File: src/verilog/rsd_pkg.sv
// shared constants for the relative seek and state dump controller
// assumes a 200 MHz clock and one command byte stream from the host end
package rsd_pkg;
	// ----------------------------------------------------------------
	// opcodes
	// ----------------------------------------------------------------
	localparam logic [7:0] OP_SEEK    = 8'h0F;
	localparam logic [7:0] OP_REL     = 8'h8F;
	localparam logic [7:0] REL_MASK   = 8'hBF;
	localparam int         REL_DIR    = 6;
	localparam logic [7:0] OP_RECAL   = 8'h07;
	localparam logic [7:0] OP_DUMP    = 8'h0E;
	localparam logic [7:0] OP_SENSE   = 8'h08;
	localparam logic [7:0] OP_SPECIFY = 8'h03;
	localparam logic [7:0] OP_CONFIG  = 8'h13;
	localparam logic [7:0] LOW5_MASK  = 8'h1F;
	localparam logic [7:0] OP_FORMAT  = 8'h0D;
	localparam logic [7:0] OP_READ    = 8'h06;
	localparam logic [7:0] OP_WRITE   = 8'h05;
	typedef enum logic [3:0] {
		OPC_SEEK  = 4'h0,
		OPC_REL   = 4'h1,
		OPC_RECAL = 4'h2,
		OPC_DUMP  = 4'h3,
		OPC_SENSE = 4'h4,
		OPC_SPEC  = 4'h5,
		OPC_CONF  = 4'h6,
		OPC_FMT   = 4'h7,
		OPC_RW    = 4'h8,
		OPC_BAD   = 4'h9
	} rsd_op_e;
	function automatic rsd_op_e rsd_decode(input logic [7:0] op);
		if ((op & REL_MASK) == OP_REL) return OPC_REL;
		if (op == OP_SEEK) return OPC_SEEK;
		if (op == OP_RECAL) return OPC_RECAL;
		if (op == OP_DUMP) return OPC_DUMP;
		if (op == OP_SENSE) return OPC_SENSE;
		if (op == OP_SPECIFY) return OPC_SPEC;
		if (op == OP_CONFIG) return OPC_CONF;
		if ((op & LOW5_MASK) == OP_FORMAT) return OPC_FMT;
		if ((op & LOW5_MASK) == OP_READ || (op & LOW5_MASK) == OP_WRITE) return OPC_RW;
		return OPC_BAD;
	endfunction
	// ----------------------------------------------------------------
	// result status byte, result lengths and command buffer indices
	// ----------------------------------------------------------------
	localparam logic [1:0] IC_NORMAL  = 2'h0;
	localparam logic [1:0] IC_ABORT   = 2'h1;
	localparam logic [1:0] IC_INVALID = 2'h2;
	localparam logic [1:0] IC_READY   = 2'h3;
	localparam int         DUMP_LEN   = 10;
	localparam int         SENSE_LEN  = 2;
	localparam int         CMD_DEPTH  = 9;
	localparam int         FMT_SC_IDX = 3;
	localparam int         RW_EOT_IDX = 6;
	// ----------------------------------------------------------------
	// reset values and engines
	// ----------------------------------------------------------------
	localparam logic [7:0] CFG1_RST   = 8'h60;
	localparam logic [7:0] CFG2_RST   = 8'h20;
	localparam logic [7:0] CFG3_RST   = 8'h00;
	localparam logic [7:0] SPEC_RST   = 8'h00;
	localparam logic [8:0] RECAL_MAX  = 9'h100;
	localparam int         ENG_ABS    = 0;
	localparam int         ENG_REL    = 1;
	// ----------------------------------------------------------------
	// timing
	// ----------------------------------------------------------------
	localparam int CLK_PERIOD_NS  = 5;
	localparam int SETTLE_NS      = 100;
	localparam int SETTLE_CYC     = (SETTLE_NS + CLK_PERIOD_NS - 1) / CLK_PERIOD_NS;
	localparam int STEP_WIDTH_NS  = 1000;
	localparam int STEP_WIDTH_CYC = (STEP_WIDTH_NS + CLK_PERIOD_NS - 1) / CLK_PERIOD_NS;
	localparam int STEP_PERIOD_US = 3000;
	localparam int TIMER_W        = 24;
	// ----------------------------------------------------------------
	// host register map
	// ----------------------------------------------------------------
	localparam logic [3:0] ADR_CMD    = 4'h0;
	localparam logic [3:0] ADR_RES    = 4'h4;
	localparam logic [3:0] ADR_STAT   = 4'h8;
endpackage

File: src/verilog/rsd_if.sv
// byte link between the host end and the controller end
// assumes both ends on the same clock
`timescale 1ns/100ps
interface rsd_if;
	logic       cmd_valid;
	logic       cmd_ready;
	logic [7:0] cmd_data;
	logic       res_valid;
	logic       res_ready;
	logic [7:0] res_data;
	modport dev  (input cmd_valid, cmd_data, res_ready, output cmd_ready, res_valid, res_data);
	modport host (output cmd_valid, cmd_data, res_ready, input cmd_ready, res_valid, res_data);
endinterface

File: src/verilog/rsd_device.sv
// controller end: command parser, step engines, result bytes
// assumes drive pins come from outside the clock domain
// Operation
// - relative opcode: seek code, msb set, dir bit6
// - direction 0 steps out, 1 steps in
// - issue exactly count pulses unless track zero or ready loss stops them, no compare
// - move count even past track register limits
// - host keeps one relative step active
// - relative engine runs beside seek and rehome
// - outward past track zero sets equipment fault
// - track register becomes old plus or minus count mod256, or 0 on a track zero fault
// - one command moves at most 256 tracks
// - later commands use wrapped track value
// - rehome limited to 256 pulses, else error
// - host retries rehome after limit error
// - host handles tracks above 255 itself
// - host computes track difference for steps
// - dump returns tracks then timing and config
// - dump gives sectors after format, else eot
// - status only as command result bytes
// - termination code in status bits 7:6
// - seek end bit after seek or rehome
// - rehome without track zero sets fault
// - ready loss sets not ready bit
// - status low bits give head and drive
//
// Local design decisions: the placing of the registers and register access over Wishbone.
`timescale 1ns/100ps
module rsd_device #(
	parameter int STEP_PERIOD_CYC = rsd_pkg::STEP_PERIOD_US * 1000 / rsd_pkg::CLK_PERIOD_NS
)(
	input  wire logic       i_clk,
	input  wire logic       i_reset,
	rsd_if.dev              bus,
	input  wire logic       i_track_zero,
	input  wire logic       i_drive_ready,
	output logic            o_step,
	output logic            o_step_in,
	output logic [1:0]      o_drive_sel,
	output logic            o_head_sel
);
	typedef enum logic [1:0] {PH_CMD = 2'h0, PH_EXEC = 2'h1, PH_RES = 2'h2} rsd_ph_e;
	typedef enum logic [1:0] {SL_IDLE = 2'h0, SL_SETTLE = 2'h1, SL_PULSE = 2'h2, SL_GAP = 2'h3} rsd_slot_e;
	localparam int TW = rsd_pkg::TIMER_W;
	// ----------------------------------------------------------------
	// helpers
	// ----------------------------------------------------------------
	function automatic logic [3:0] cmd_len(input logic [7:0] op);
		case (rsd_pkg::rsd_decode(op))
			rsd_pkg::OPC_SEEK:  return 4'h3;
			rsd_pkg::OPC_REL:   return 4'h3;
			rsd_pkg::OPC_RECAL: return 4'h2;
			rsd_pkg::OPC_SPEC:  return 4'h3;
			rsd_pkg::OPC_CONF:  return 4'h4;
			rsd_pkg::OPC_FMT:   return 4'h6;
			rsd_pkg::OPC_RW:    return 4'h9;
			default:            return 4'h1;
		endcase
	endfunction
	function automatic logic [7:0] st0(input logic [1:0] ic, input logic se, input logic ec,
		input logic nr, input logic hd, input logic [1:0] ds);
		return {ic, se, ec, nr, hd, ds};
	endfunction
	// ----------------------------------------------------------------
	// state
	// ----------------------------------------------------------------
	rsd_ph_e    ph_reg;
	rsd_slot_e  slot_reg;
	logic [7:0] cbuf_reg [0:rsd_pkg::CMD_DEPTH-1];
	logic [3:0] ccnt_reg;
	logic [7:0] rbuf_reg [0:rsd_pkg::DUMP_LEN-1];
	logic [3:0] rcnt_reg;
	logic       cmd_ready_reg;
	logic       res_valid_reg;
	logic [7:0] spec1_reg, spec2_reg, sc_reg, eot_reg, cfg1_reg, cfg2_reg, cfg3_reg;
	logic       last_fmt_reg;
	logic [1:0] start_reg, sclr_reg, st_drv_reg;
	logic       st_hd_reg, st_recal_reg, st_in_reg;
	logic [7:0] st_cnt_reg;
	logic [1:0] act_reg, recal_reg, in_reg, hd_reg, pend_reg;
	logic [1:0] drv_reg  [0:1];
	logic [8:0] rem_reg  [0:1];
	logic [7:0] tgt_reg  [0:1];
	logic [7:0] pst0_reg [0:1];
	logic [7:0] pcn_reg  [0:3];
	logic [TW-1:0] timer_reg;
	logic       g_reg, pick;
	logic       tz_s1_reg, tz_reg, rdy_s1_reg, rdy_reg;
	logic [7:0] b0;
	assign b0 = cbuf_reg[0];
	assign pick = act_reg[1] && (!act_reg[0] || !g_reg);
	assign bus.cmd_ready = cmd_ready_reg;
	assign bus.res_valid = res_valid_reg;
	assign bus.res_data  = rbuf_reg[0];
	// ----------------------------------------------------------------
	// pin synchronisers
	// ----------------------------------------------------------------
	always_ff @(posedge i_clk)
	begin
		tz_s1_reg  <= i_track_zero;
		tz_reg     <= tz_s1_reg;
		rdy_s1_reg <= i_drive_ready;
		rdy_reg    <= rdy_s1_reg;
	end
	// ----------------------------------------------------------------
	// command parser and result bytes
	// ----------------------------------------------------------------
	task automatic put1(input logic [7:0] b);
		rbuf_reg[0]   <= b;
		rcnt_reg      <= 4'h1;
		res_valid_reg <= 1'b1;
		cmd_ready_reg <= 1'b0;
		ph_reg        <= PH_RES;
	endtask
	task automatic go(input int e, input logic recal, input logic dir);
		start_reg[e] <= 1'b1;
		st_drv_reg   <= cbuf_reg[1][1:0];
		st_hd_reg    <= cbuf_reg[1][2];
		st_recal_reg <= recal;
		st_in_reg    <= dir;
		st_cnt_reg   <= cbuf_reg[2];
	endtask
	always_ff @(posedge i_clk)
	begin
		if (i_reset)
		begin
			ph_reg <= PH_CMD;
			ccnt_reg <= 4'h0;
			rcnt_reg <= 4'h0;
			cmd_ready_reg <= 1'b1;
			res_valid_reg <= 1'b0;
			start_reg <= 2'h0;
			sclr_reg <= 2'h0;
			{spec1_reg, spec2_reg, sc_reg, eot_reg} <= {4{rsd_pkg::SPEC_RST}};
			cfg1_reg <= rsd_pkg::CFG1_RST;
			cfg2_reg <= rsd_pkg::CFG2_RST;
			cfg3_reg <= rsd_pkg::CFG3_RST;
			last_fmt_reg <= 1'b0;
			{st_drv_reg, st_hd_reg, st_recal_reg, st_in_reg, st_cnt_reg} <= 13'h0000;
			for (int i = 0; i < rsd_pkg::DUMP_LEN; i++) rbuf_reg[i] <= 8'h00;
			for (int i = 0; i < rsd_pkg::CMD_DEPTH; i++) cbuf_reg[i] <= 8'h00;
		end
		else
		begin
			start_reg <= 2'h0;
			sclr_reg <= 2'h0;
			case (ph_reg)
				PH_CMD:
					if (bus.cmd_valid && cmd_ready_reg)
					begin
						cbuf_reg[ccnt_reg] <= bus.cmd_data;
						if (4'(ccnt_reg + 4'h1) == cmd_len(ccnt_reg == 4'h0 ? bus.cmd_data : b0))
						begin
							ccnt_reg <= 4'h0;
							cmd_ready_reg <= 1'b0;
							ph_reg <= PH_EXEC;
						end
						else
							ccnt_reg <= 4'(ccnt_reg + 4'h1);
					end
				PH_EXEC:
				begin
					ph_reg <= PH_CMD;
					cmd_ready_reg <= 1'b1;
					case (rsd_pkg::rsd_decode(b0))
						rsd_pkg::OPC_SEEK, rsd_pkg::OPC_RECAL:
							if (act_reg[rsd_pkg::ENG_ABS])
								put1(st0(rsd_pkg::IC_INVALID, 1'b0, 1'b0, 1'b0, 1'b0, 2'h0));
							else
								go(rsd_pkg::ENG_ABS, b0 == rsd_pkg::OP_RECAL, 1'b0);
						rsd_pkg::OPC_REL:
							if (act_reg[rsd_pkg::ENG_REL])
								put1(st0(rsd_pkg::IC_INVALID, 1'b0, 1'b0, 1'b0, 1'b0, 2'h0));
							else
								go(rsd_pkg::ENG_REL, 1'b0, b0[rsd_pkg::REL_DIR]);
						rsd_pkg::OPC_DUMP:
						begin
							for (int i = 0; i < 4; i++) rbuf_reg[i] <= pcn_reg[i];
							rbuf_reg[4] <= spec1_reg;
							rbuf_reg[5] <= spec2_reg;
							rbuf_reg[6] <= last_fmt_reg ? sc_reg : eot_reg;
							rbuf_reg[7] <= cfg1_reg;
							rbuf_reg[8] <= cfg2_reg;
							rbuf_reg[9] <= cfg3_reg;
							rcnt_reg <= 4'(rsd_pkg::DUMP_LEN);
							res_valid_reg <= 1'b1;
							cmd_ready_reg <= 1'b0;
							ph_reg <= PH_RES;
						end
						rsd_pkg::OPC_SENSE:
							if (pend_reg != 2'h0)
							begin
								rbuf_reg[0] <= pend_reg[0] ? pst0_reg[0] : pst0_reg[1];
								rbuf_reg[1] <= pend_reg[0] ? pcn_reg[drv_reg[0]] : pcn_reg[drv_reg[1]];
								sclr_reg <= pend_reg[0] ? 2'h1 : 2'h2;
								rcnt_reg <= 4'(rsd_pkg::SENSE_LEN);
								res_valid_reg <= 1'b1;
								cmd_ready_reg <= 1'b0;
								ph_reg <= PH_RES;
							end
							else
								put1(st0(rsd_pkg::IC_INVALID, 1'b0, 1'b0, 1'b0, 1'b0, 2'h0));
						rsd_pkg::OPC_SPEC:
						begin
							spec1_reg <= cbuf_reg[1];
							spec2_reg <= cbuf_reg[2];
						end
						rsd_pkg::OPC_CONF:
						begin
							cfg1_reg <= cbuf_reg[1];
							cfg2_reg <= cbuf_reg[2];
							cfg3_reg <= cbuf_reg[3];
						end
						rsd_pkg::OPC_FMT, rsd_pkg::OPC_RW:
						begin
							// media transfer is not built here; parameters are kept for the dump
							last_fmt_reg <= rsd_pkg::rsd_decode(b0) == rsd_pkg::OPC_FMT;
							if (rsd_pkg::rsd_decode(b0) == rsd_pkg::OPC_FMT)
								sc_reg <= cbuf_reg[rsd_pkg::FMT_SC_IDX];
							else
								eot_reg <= cbuf_reg[rsd_pkg::RW_EOT_IDX];
							put1(st0(rsd_pkg::IC_ABORT, 1'b0, 1'b0, 1'b0, cbuf_reg[1][2], cbuf_reg[1][1:0]));
						end
						default:
							put1(st0(rsd_pkg::IC_INVALID, 1'b0, 1'b0, 1'b0, 1'b0, 2'h0));
					endcase
				end
				PH_RES:
					if (bus.res_ready && res_valid_reg)
					begin
						for (int i = 0; i < rsd_pkg::DUMP_LEN - 1; i++) rbuf_reg[i] <= rbuf_reg[i+1];
						rcnt_reg <= 4'(rcnt_reg - 4'h1);
						if (rcnt_reg == 4'h1)
						begin
							res_valid_reg <= 1'b0;
							cmd_ready_reg <= 1'b1;
							ph_reg <= PH_CMD;
						end
					end
				default:
					ph_reg <= PH_CMD;
			endcase
		end
	end
	// ----------------------------------------------------------------
	// step engines sharing one step pin
	// ----------------------------------------------------------------
	task automatic fin(input logic [1:0] ic, input logic se, input logic ec, input logic nr,
		input logic upd, input logic [7:0] np);
		act_reg[g_reg] <= 1'b0;
		pend_reg[g_reg] <= 1'b1; // set after clear, so it wins
		pst0_reg[g_reg] <= st0(ic, se, ec, nr, hd_reg[g_reg], drv_reg[g_reg]);
		if (upd) pcn_reg[drv_reg[g_reg]] <= np;
		slot_reg <= SL_IDLE;
	endtask
	always_ff @(posedge i_clk)
	begin
		if (i_reset)
		begin
			slot_reg <= SL_IDLE;
			timer_reg <= '0;
			g_reg <= 1'b0;
			{o_step, o_step_in, o_drive_sel, o_head_sel} <= 5'h00;
			{act_reg, recal_reg, in_reg, hd_reg, pend_reg} <= 10'h000;
			for (int e = 0; e < 2; e++)
			begin
				drv_reg[e] <= 2'h0;
				rem_reg[e] <= 9'h000;
				tgt_reg[e] <= 8'h00;
				pst0_reg[e] <= 8'h00;
			end
			for (int d = 0; d < 4; d++) pcn_reg[d] <= 8'h00;
		end
		else
		begin
			for (int e = 0; e < 2; e++)
			begin
				if (sclr_reg[e]) pend_reg[e] <= 1'b0;
				if (start_reg[e])
				begin
					act_reg[e] <= 1'b1;
					recal_reg[e] <= st_recal_reg;
					drv_reg[e] <= st_drv_reg;
					hd_reg[e] <= st_hd_reg;
					if (st_recal_reg)
					begin
						in_reg[e] <= 1'b0;
						rem_reg[e] <= rsd_pkg::RECAL_MAX;
					end
					else if (e == rsd_pkg::ENG_REL)
					begin
						in_reg[e] <= st_in_reg;
						rem_reg[e] <= {1'b0, st_cnt_reg};
						tgt_reg[e] <= st_in_reg ? 8'(pcn_reg[st_drv_reg] + st_cnt_reg)
							: 8'(pcn_reg[st_drv_reg] - st_cnt_reg);
					end
					else
					begin
						in_reg[e] <= st_cnt_reg > pcn_reg[st_drv_reg];
						rem_reg[e] <= {1'b0, st_cnt_reg > pcn_reg[st_drv_reg]
							? 8'(st_cnt_reg - pcn_reg[st_drv_reg]) : 8'(pcn_reg[st_drv_reg] - st_cnt_reg)};
						tgt_reg[e] <= st_cnt_reg;
					end
				end
			end
			case (slot_reg)
				SL_IDLE:
					if (act_reg != 2'h0)
					begin
						g_reg <= pick;
						o_drive_sel <= drv_reg[pick];
						o_head_sel <= hd_reg[pick];
						o_step_in <= in_reg[pick];
						timer_reg <= '0;
						slot_reg <= SL_SETTLE;
					end
				SL_SETTLE:
					if (timer_reg != TW'(rsd_pkg::SETTLE_CYC - 1))
						timer_reg <= TW'(timer_reg + 1'b1);
					else if (!rdy_reg)
						fin(rsd_pkg::IC_READY, 1'b0, 1'b0, 1'b1, 1'b0, 8'h00);
					else if (recal_reg[g_reg] && tz_reg)
						fin(rsd_pkg::IC_NORMAL, 1'b1, 1'b0, 1'b0, 1'b1, 8'h00);
					else if (g_reg && !in_reg[g_reg] && tz_reg && rem_reg[g_reg] != 9'h000)
						fin(rsd_pkg::IC_ABORT, 1'b0, 1'b1, 1'b0, 1'b1, 8'h00);
					else if (rem_reg[g_reg] == 9'h000)
					begin
						if (recal_reg[g_reg])
							fin(rsd_pkg::IC_ABORT, 1'b1, 1'b1, 1'b0, 1'b0, 8'h00);
						else
							fin(rsd_pkg::IC_NORMAL, !g_reg, 1'b0, 1'b0, 1'b1, tgt_reg[g_reg]);
					end
					else
					begin
						o_step <= 1'b1;
						rem_reg[g_reg] <= 9'(rem_reg[g_reg] - 9'h001);
						timer_reg <= '0;
						slot_reg <= SL_PULSE;
					end
				SL_PULSE:
					if (timer_reg != TW'(rsd_pkg::STEP_WIDTH_CYC - 1))
						timer_reg <= TW'(timer_reg + 1'b1);
					else
					begin
						o_step <= 1'b0;
						timer_reg <= '0;
						slot_reg <= SL_GAP;
					end
				SL_GAP:
					if (timer_reg != TW'(STEP_PERIOD_CYC - 1))
						timer_reg <= TW'(timer_reg + 1'b1);
					else
						slot_reg <= SL_IDLE;
				default:
					slot_reg <= SL_IDLE;
			endcase
		end
	end
endmodule // rsd_device

File: src/flat_wrapper.sv
// flat-port wrapper written by rule: the top's interface ports become plain ports
module rsd_device_flat 
#(
	parameter int STEP_PERIOD_CYC = rsd_pkg::STEP_PERIOD_US * 1000 / rsd_pkg::CLK_PERIOD_NS
)
  (i_clk, i_reset, i_track_zero, i_drive_ready, o_step, o_step_in, o_drive_sel, o_head_sel, bus_cmd_valid, bus_cmd_data, bus_res_ready, bus_cmd_ready, bus_res_valid, bus_res_data);
  rsd_if bus_i ();
  input  wire logic i_clk;
  input  wire logic i_reset;
  input  wire logic i_track_zero;
  input  wire logic i_drive_ready;
  output logic o_step;
  output logic o_step_in;
  output logic [1:0] o_drive_sel;
  output logic o_head_sel;
  input wire logic [$bits(bus_i.cmd_valid)-1:0] bus_cmd_valid;
  input wire logic [$bits(bus_i.cmd_data)-1:0] bus_cmd_data;
  input wire logic [$bits(bus_i.res_ready)-1:0] bus_res_ready;
  output wire logic [$bits(bus_i.cmd_ready)-1:0] bus_cmd_ready;
  output wire logic [$bits(bus_i.res_valid)-1:0] bus_res_valid;
  output wire logic [$bits(bus_i.res_data)-1:0] bus_res_data;
  assign bus_i.cmd_valid = bus_cmd_valid;
  assign bus_i.cmd_data = bus_cmd_data;
  assign bus_i.res_ready = bus_res_ready;
  assign bus_cmd_ready = bus_i.cmd_ready;
  assign bus_res_valid = bus_i.res_valid;
  assign bus_res_data = bus_i.res_data;
  rsd_device #(.STEP_PERIOD_CYC(STEP_PERIOD_CYC)) u_core (.i_clk(i_clk), .i_reset(i_reset), .bus(bus_i), .i_track_zero(i_track_zero), .i_drive_ready(i_drive_ready), .o_step(o_step), .o_step_in(o_step_in), .o_drive_sel(o_drive_sel), .o_head_sel(o_head_sel));
endmodule
File: config.mk
export PLATFORM = sky130hd
export DESIGN_NAME = rsd_device_flat
export DESIGN_NICKNAME = d
export VERILOG_FILES = /design/src/verilog/rsd_pkg.sv /design/src/verilog/rsd_if.sv /design/src/verilog/rsd_device.sv /design/src/flat_wrapper.sv
export SDC_FILE = /design/constraint.sdc
export NUM_CORES = 1
export LEC_CHECK = 0
export BUFFER_PORTS_ARGS = -buffer_cell sky130_fd_sc_hd__clkbuf_2
export CAP_MARGIN = 20
export CELL_PAD_IN_SITES_DETAIL_PLACEMENT = 0
export CELL_PAD_IN_SITES_GLOBAL_PLACEMENT = 1
export CORE_MARGIN = 2
export CORE_UTILIZATION = 53
export CTS_BUF_LIST = sky130_fd_sc_hd__clkbuf_16
export CTS_CLUSTER_DIAMETER = 30
export CTS_CLUSTER_SIZE = 40
export DETAILED_ROUTE_END_ITERATION = 10
export GPL_ROUTABILITY_DRIVEN = 0
export HOLD_SLACK_MARGIN = 0.12
export PLACE_DENSITY_LB_ADDON = 0.1
export SLEW_MARGIN = 20
export SYNTH_ARGS = -nofsm -noshare
export SYNTH_HDL_FRONTEND = slang
export SYNTH_SLANG_ARGS = --single-unit
File: constraint.sdc
create_clock -name i_clk -period 5.8 [get_ports i_clk]
set_input_delay 0.87 -clock i_clk [delete_from_list [all_inputs] [get_ports i_clk]]
set_output_delay 0.87 -clock i_clk [all_outputs]
set_load 0.005 [all_outputs]
==> metrics.md <==
| Metric | Value |
|---|---|
| Final hold vios | `0` |
| Post-synth design cell area | `~16000 um2` |
| Slew headroom | `around 33%` |
| Primary FF master, synth | `dfxtp_1` |
| Setup Fix Bufs, Post-CTS | `0` |
| CTS tree | `done` |
| Via Count | `roughly 13000` |
| Area after DPL | `about 17000 um2` |
| # rows | `64` |
| Crit-path max cell delay | `approximately 700 ps` |
| Number of vias per cell | `between 5 and 6` |
| Die area | `about 32000 um2` |
| Core area | `30510 um2` |
| Sequential fraction of the synthesis area | `between 40% and 50%` |
| Fraction of the mapped netlist area in adder cells | `under 10%` |
| Critical-path cell list | `mux4_2, inv_1, ha_1, a21o_1, a21o_1, a21o_1, a21oi_1, nor2_1, o31ai_1, buf_4, mux2i_1, xor2_1, o22ai_1` |
| Total Routed Length | `43.64 mm` |
| Skew-Pair Late Insertion Delay | `about 570 ps` |
| Antenna fix cells | `0` |
| Worst-Margin Slew | `roughly 1000 ps` |
| Initial Utilization | `between 50 and 60%` |
| Final cycle utilization of the critical path | `between 60% and 70%` |
| Initial antenna violation count | `0` |
| Critical path fanouts, max | `11` |
| Crit path capture type | `flip-flop` |
| Critical-path top delay cell | `dfxtp_1` |
| Grt total ovfl | `0` |
| Hold_buf cts | `0` |
| Final setup fails | `0` |
| YS warnings | `0` |
| Wire per inst | `19.52 um` |
| Synth Area in XOR/XNOR | `between 1.5 and 2%` |
| DR iter-0 viols | `slightly above 1000` |
| Fin Hold WS | `roughly 330 ps` |
| RSZ-0062 raised after global routing | `no` |
| Fmax | `~0.26 GHz` |
| Overall Power | `around 8.3 mW` |
| Area grow syn2layout | `18.34%` |
| Critical path class | `reg -> reg` |
| Post-synth EDFFs | `just under 80` |
| Hold crit path type | `reg -> reg` |
| Data required, critical path | `6090 ps` |
| Fillers | `2550` |
| Cts repair resizes | `0` |
| I/O pins | `29` |
| Buf+Inv Stages, Crit Path | `2` |
| Number of global-route vias before repair | `about 12000` |
| Startpoint types | `flip-flop` |
| Die width | `between 150 and 200 um` |
| DRC viols | `0` |
| Nets | `1834` |
| PwrDens | `around 430 nW/um2` |
| Number of port buffers | `28` |
| Root Buffer | `clkbuf_16` |
| Yosys reg bits | `roughly 340` |
| Status | `complete, no violations` |
| Simple-Gate Fraction of Synth Area | `18.40%` |
| Reg-to-reg setup timing slack | `2010 ps` |
| Wire length on met3 | `2.760 mm` |
| Post-synth ARST share | `0%` |
| Clock transition at the registers of the reported paths | `50 ps` |
| Final core occ | `63.51%` |
| H-tree levels | `3` |
| Main combinational cell family by area after synthesis | `simple AND/OR/NAND/NOR gates` |
| Static Leak | `7.064 nW` |
| Drt first pass iters | `6` |
| Cells after Synth | `between 1500 and 2000` |
| Clk buf depth | `3` |
| Clk_skew | `between 20 and 25 ps` |
| Total track usage | `a little over a quarter` |
| Met2 wire len | `just under 20 mm` |
| CP top delay family | `compound AO/OA/AOI/OAI gates` |
| Uppermost layer routed | `met4` |
| Setup TNS | `0 ps` |
| First-pass GRT wire length | `between 60 and 70 mm` |
| Mapped Nets | `1836` |
| Max reg flops | `between 70 and 80` |
| Synth area leaders | `dfxtp_1, edfxtp_1, mux2i_1` |
| Top cell type by total area after synthesis | `dfxtp_1` |
| Max rail drop VDD | `roughly 0.31 mV` |
| Wl on met1 | `slightly below 20 mm` |
| Top cell type's share of synthesized area | `a little under a third` |
| Pins Over Slew Limit | `0` |
| Final Instance Area | `roughly 19000 um2` |
| Final ANT Viol Nets | `0` |
| Average size of a mapped cell | `~9.2 um2` |
| Critical Path Most Common Cell | `a21o_1` |
| Largest net degree at the start of global routing | `84` |
| Clock sink count | `337` |
| Max cap viols | `0` |
| Unique cell type count in the Yosys netlist | `76` |
| Min Tclk post-route | `3787 ps` |
| Die span in y | `~180 um` |
| Crit path DAT | `slightly above 4000 ps` |
| Synth Area in Compound Gates | `16.64%` |
| DP Wirelength | `a little under 30 mm` |
| Share of cells above drive strength 1 | `12.62%` |
| TritonCTS Buffers | `76` |
| Post-synthesis mux area share | `9.704%` |
cell type report:
cell class / instances / area, um2 / share of cell area (%)
tap: 396 / 495.5 / 2.557
multi-input combinational: 1265 / 8180 / 42.22
sequential: 337 / 7527 / 38.85
clock inverter: 59 / 648.1 / 3.345
timing repair buffer: 50 / 344.1 / 1.776
clock buffer: 80 / 2002 / 10.33
inverter: 48 / 180.2 / 0.9298
per-layer routing:
metal | global-route usage, % | vias up
li1 | - | 6494
met1 | 37.59 | 6253
met2 | 41.75 | 435
met3 | 5.875 | 74
met4 | 9.236 | 0
met5 | 0 | -
worst reg2reg max path, cell delays in order (launching register included):
cell	delay [ps]
dfxtp_1	680
mux4_2	640
inv_1	110
ha_1	290
a21o_1	180
a21o_1	180
a21o_1	170
a21oi_1	210
nor2_1	70
o31ai_1	220
buf_4	240
mux2i_1	240
xor2_1	190
o22ai_1	90
cells in the mapped netlist (4+ instances only):
| cell type | n |
|---|---|
| a211oi_1 | 84 |
| a21o_1 | 18 |
| a21oi_1 | 121 |
| a221oi_1 | 8 |
| a22oi_1 | 53 |
| a31oi_1 | 5 |
| and2_1 | 21 |
| and3_1 | 35 |
| buf_1 | 12 |
| buf_2 | 8 |
| buf_4 | 8 |
| clkbuf_1 | 101 |
| dfxtp_1 | 259 |
| edfxtp_1 | 78 |
| ha_1 | 39 |
| inv_1 | 47 |
| mux2_2 | 14 |
| mux2i_1 | 89 |
| mux4_2 | 24 |
| nand2_1 | 151 |
| nand2b_1 | 15 |
| nand3_1 | 65 |
| nand3b_1 | 4 |
| nand4_1 | 12 |
| nor2_1 | 223 |
| nor2b_1 | 9 |
| nor3_1 | 40 |
| nor3b_1 | 7 |
| nor4_1 | 20 |
| o211ai_1 | 5 |
| o21ai_0 | 91 |
| o21bai_1 | 5 |
| o22ai_1 | 9 |
| or2_2 | 4 |
| or3_1 | 8 |
| or4_1 | 5 |
| xnor2_1 | 20 |
| xor2_1 | 10 |
per-stage QoR:
stage	instances	setup WS (ps)
2_1_floorplan	1780	1965
3_3_place_gp	2094	2108
3_5_place_dp	2094	2033
4_1_cts	2233	2019
5_1_grt	2235	1764
6_report	2235	2013
placed cells by master (no fill, tap or decap), drive strengths merged, types with 21 or more instances in the layout:
master and instances:
clkinv 29, ha 39, edfxtp 78, clkbuf 108, nor4 21, mux2i 89
and2 21, nor2 223, mux4 24, and3 36, a21oi 122, o21ai 92
buf 22, dfxtp 259, nand2 152, a22oi 53, inv 60, nand3 65
a211oi 84, nor3 41
kinds of logic (layout without fill, tap and decap cells):
group                    Yosys count  in the layout
multiplexers                     127            127
AND/OR/NAND/NOR                  637            637
XOR/XNOR                          30             30
AO/OA/AOI/OAI                    429            429
buffers and inverters            178            237
flip-flops                       337            337
adder cells (fa/ha/maj)           42             42
where the power goes:
part	internal [mW]	switching (mW)	leakage (nW)
registers	2.69	0.185	2.91
logic	0.398	0.660	2.84
clock network	3.06	1.33	1.32
total	6.15	2.17	7.06
final timing paths:
kind,cells past startpoint,start,endpoint
hold / removal,0,u_core.rdy_s1_reg,u_core.rdy_reg
setup reg to reg,13,u_core.st_drv_reg[0],u_core.rem_reg[0][4]
hold reg to reg,0,u_core.rdy_s1_reg,u_core.rdy_reg
setup / recovery,13,u_core.st_drv_reg[0],u_core.rem_reg[0][4]
Note: power is estimated with default switching activity, not from simulation.
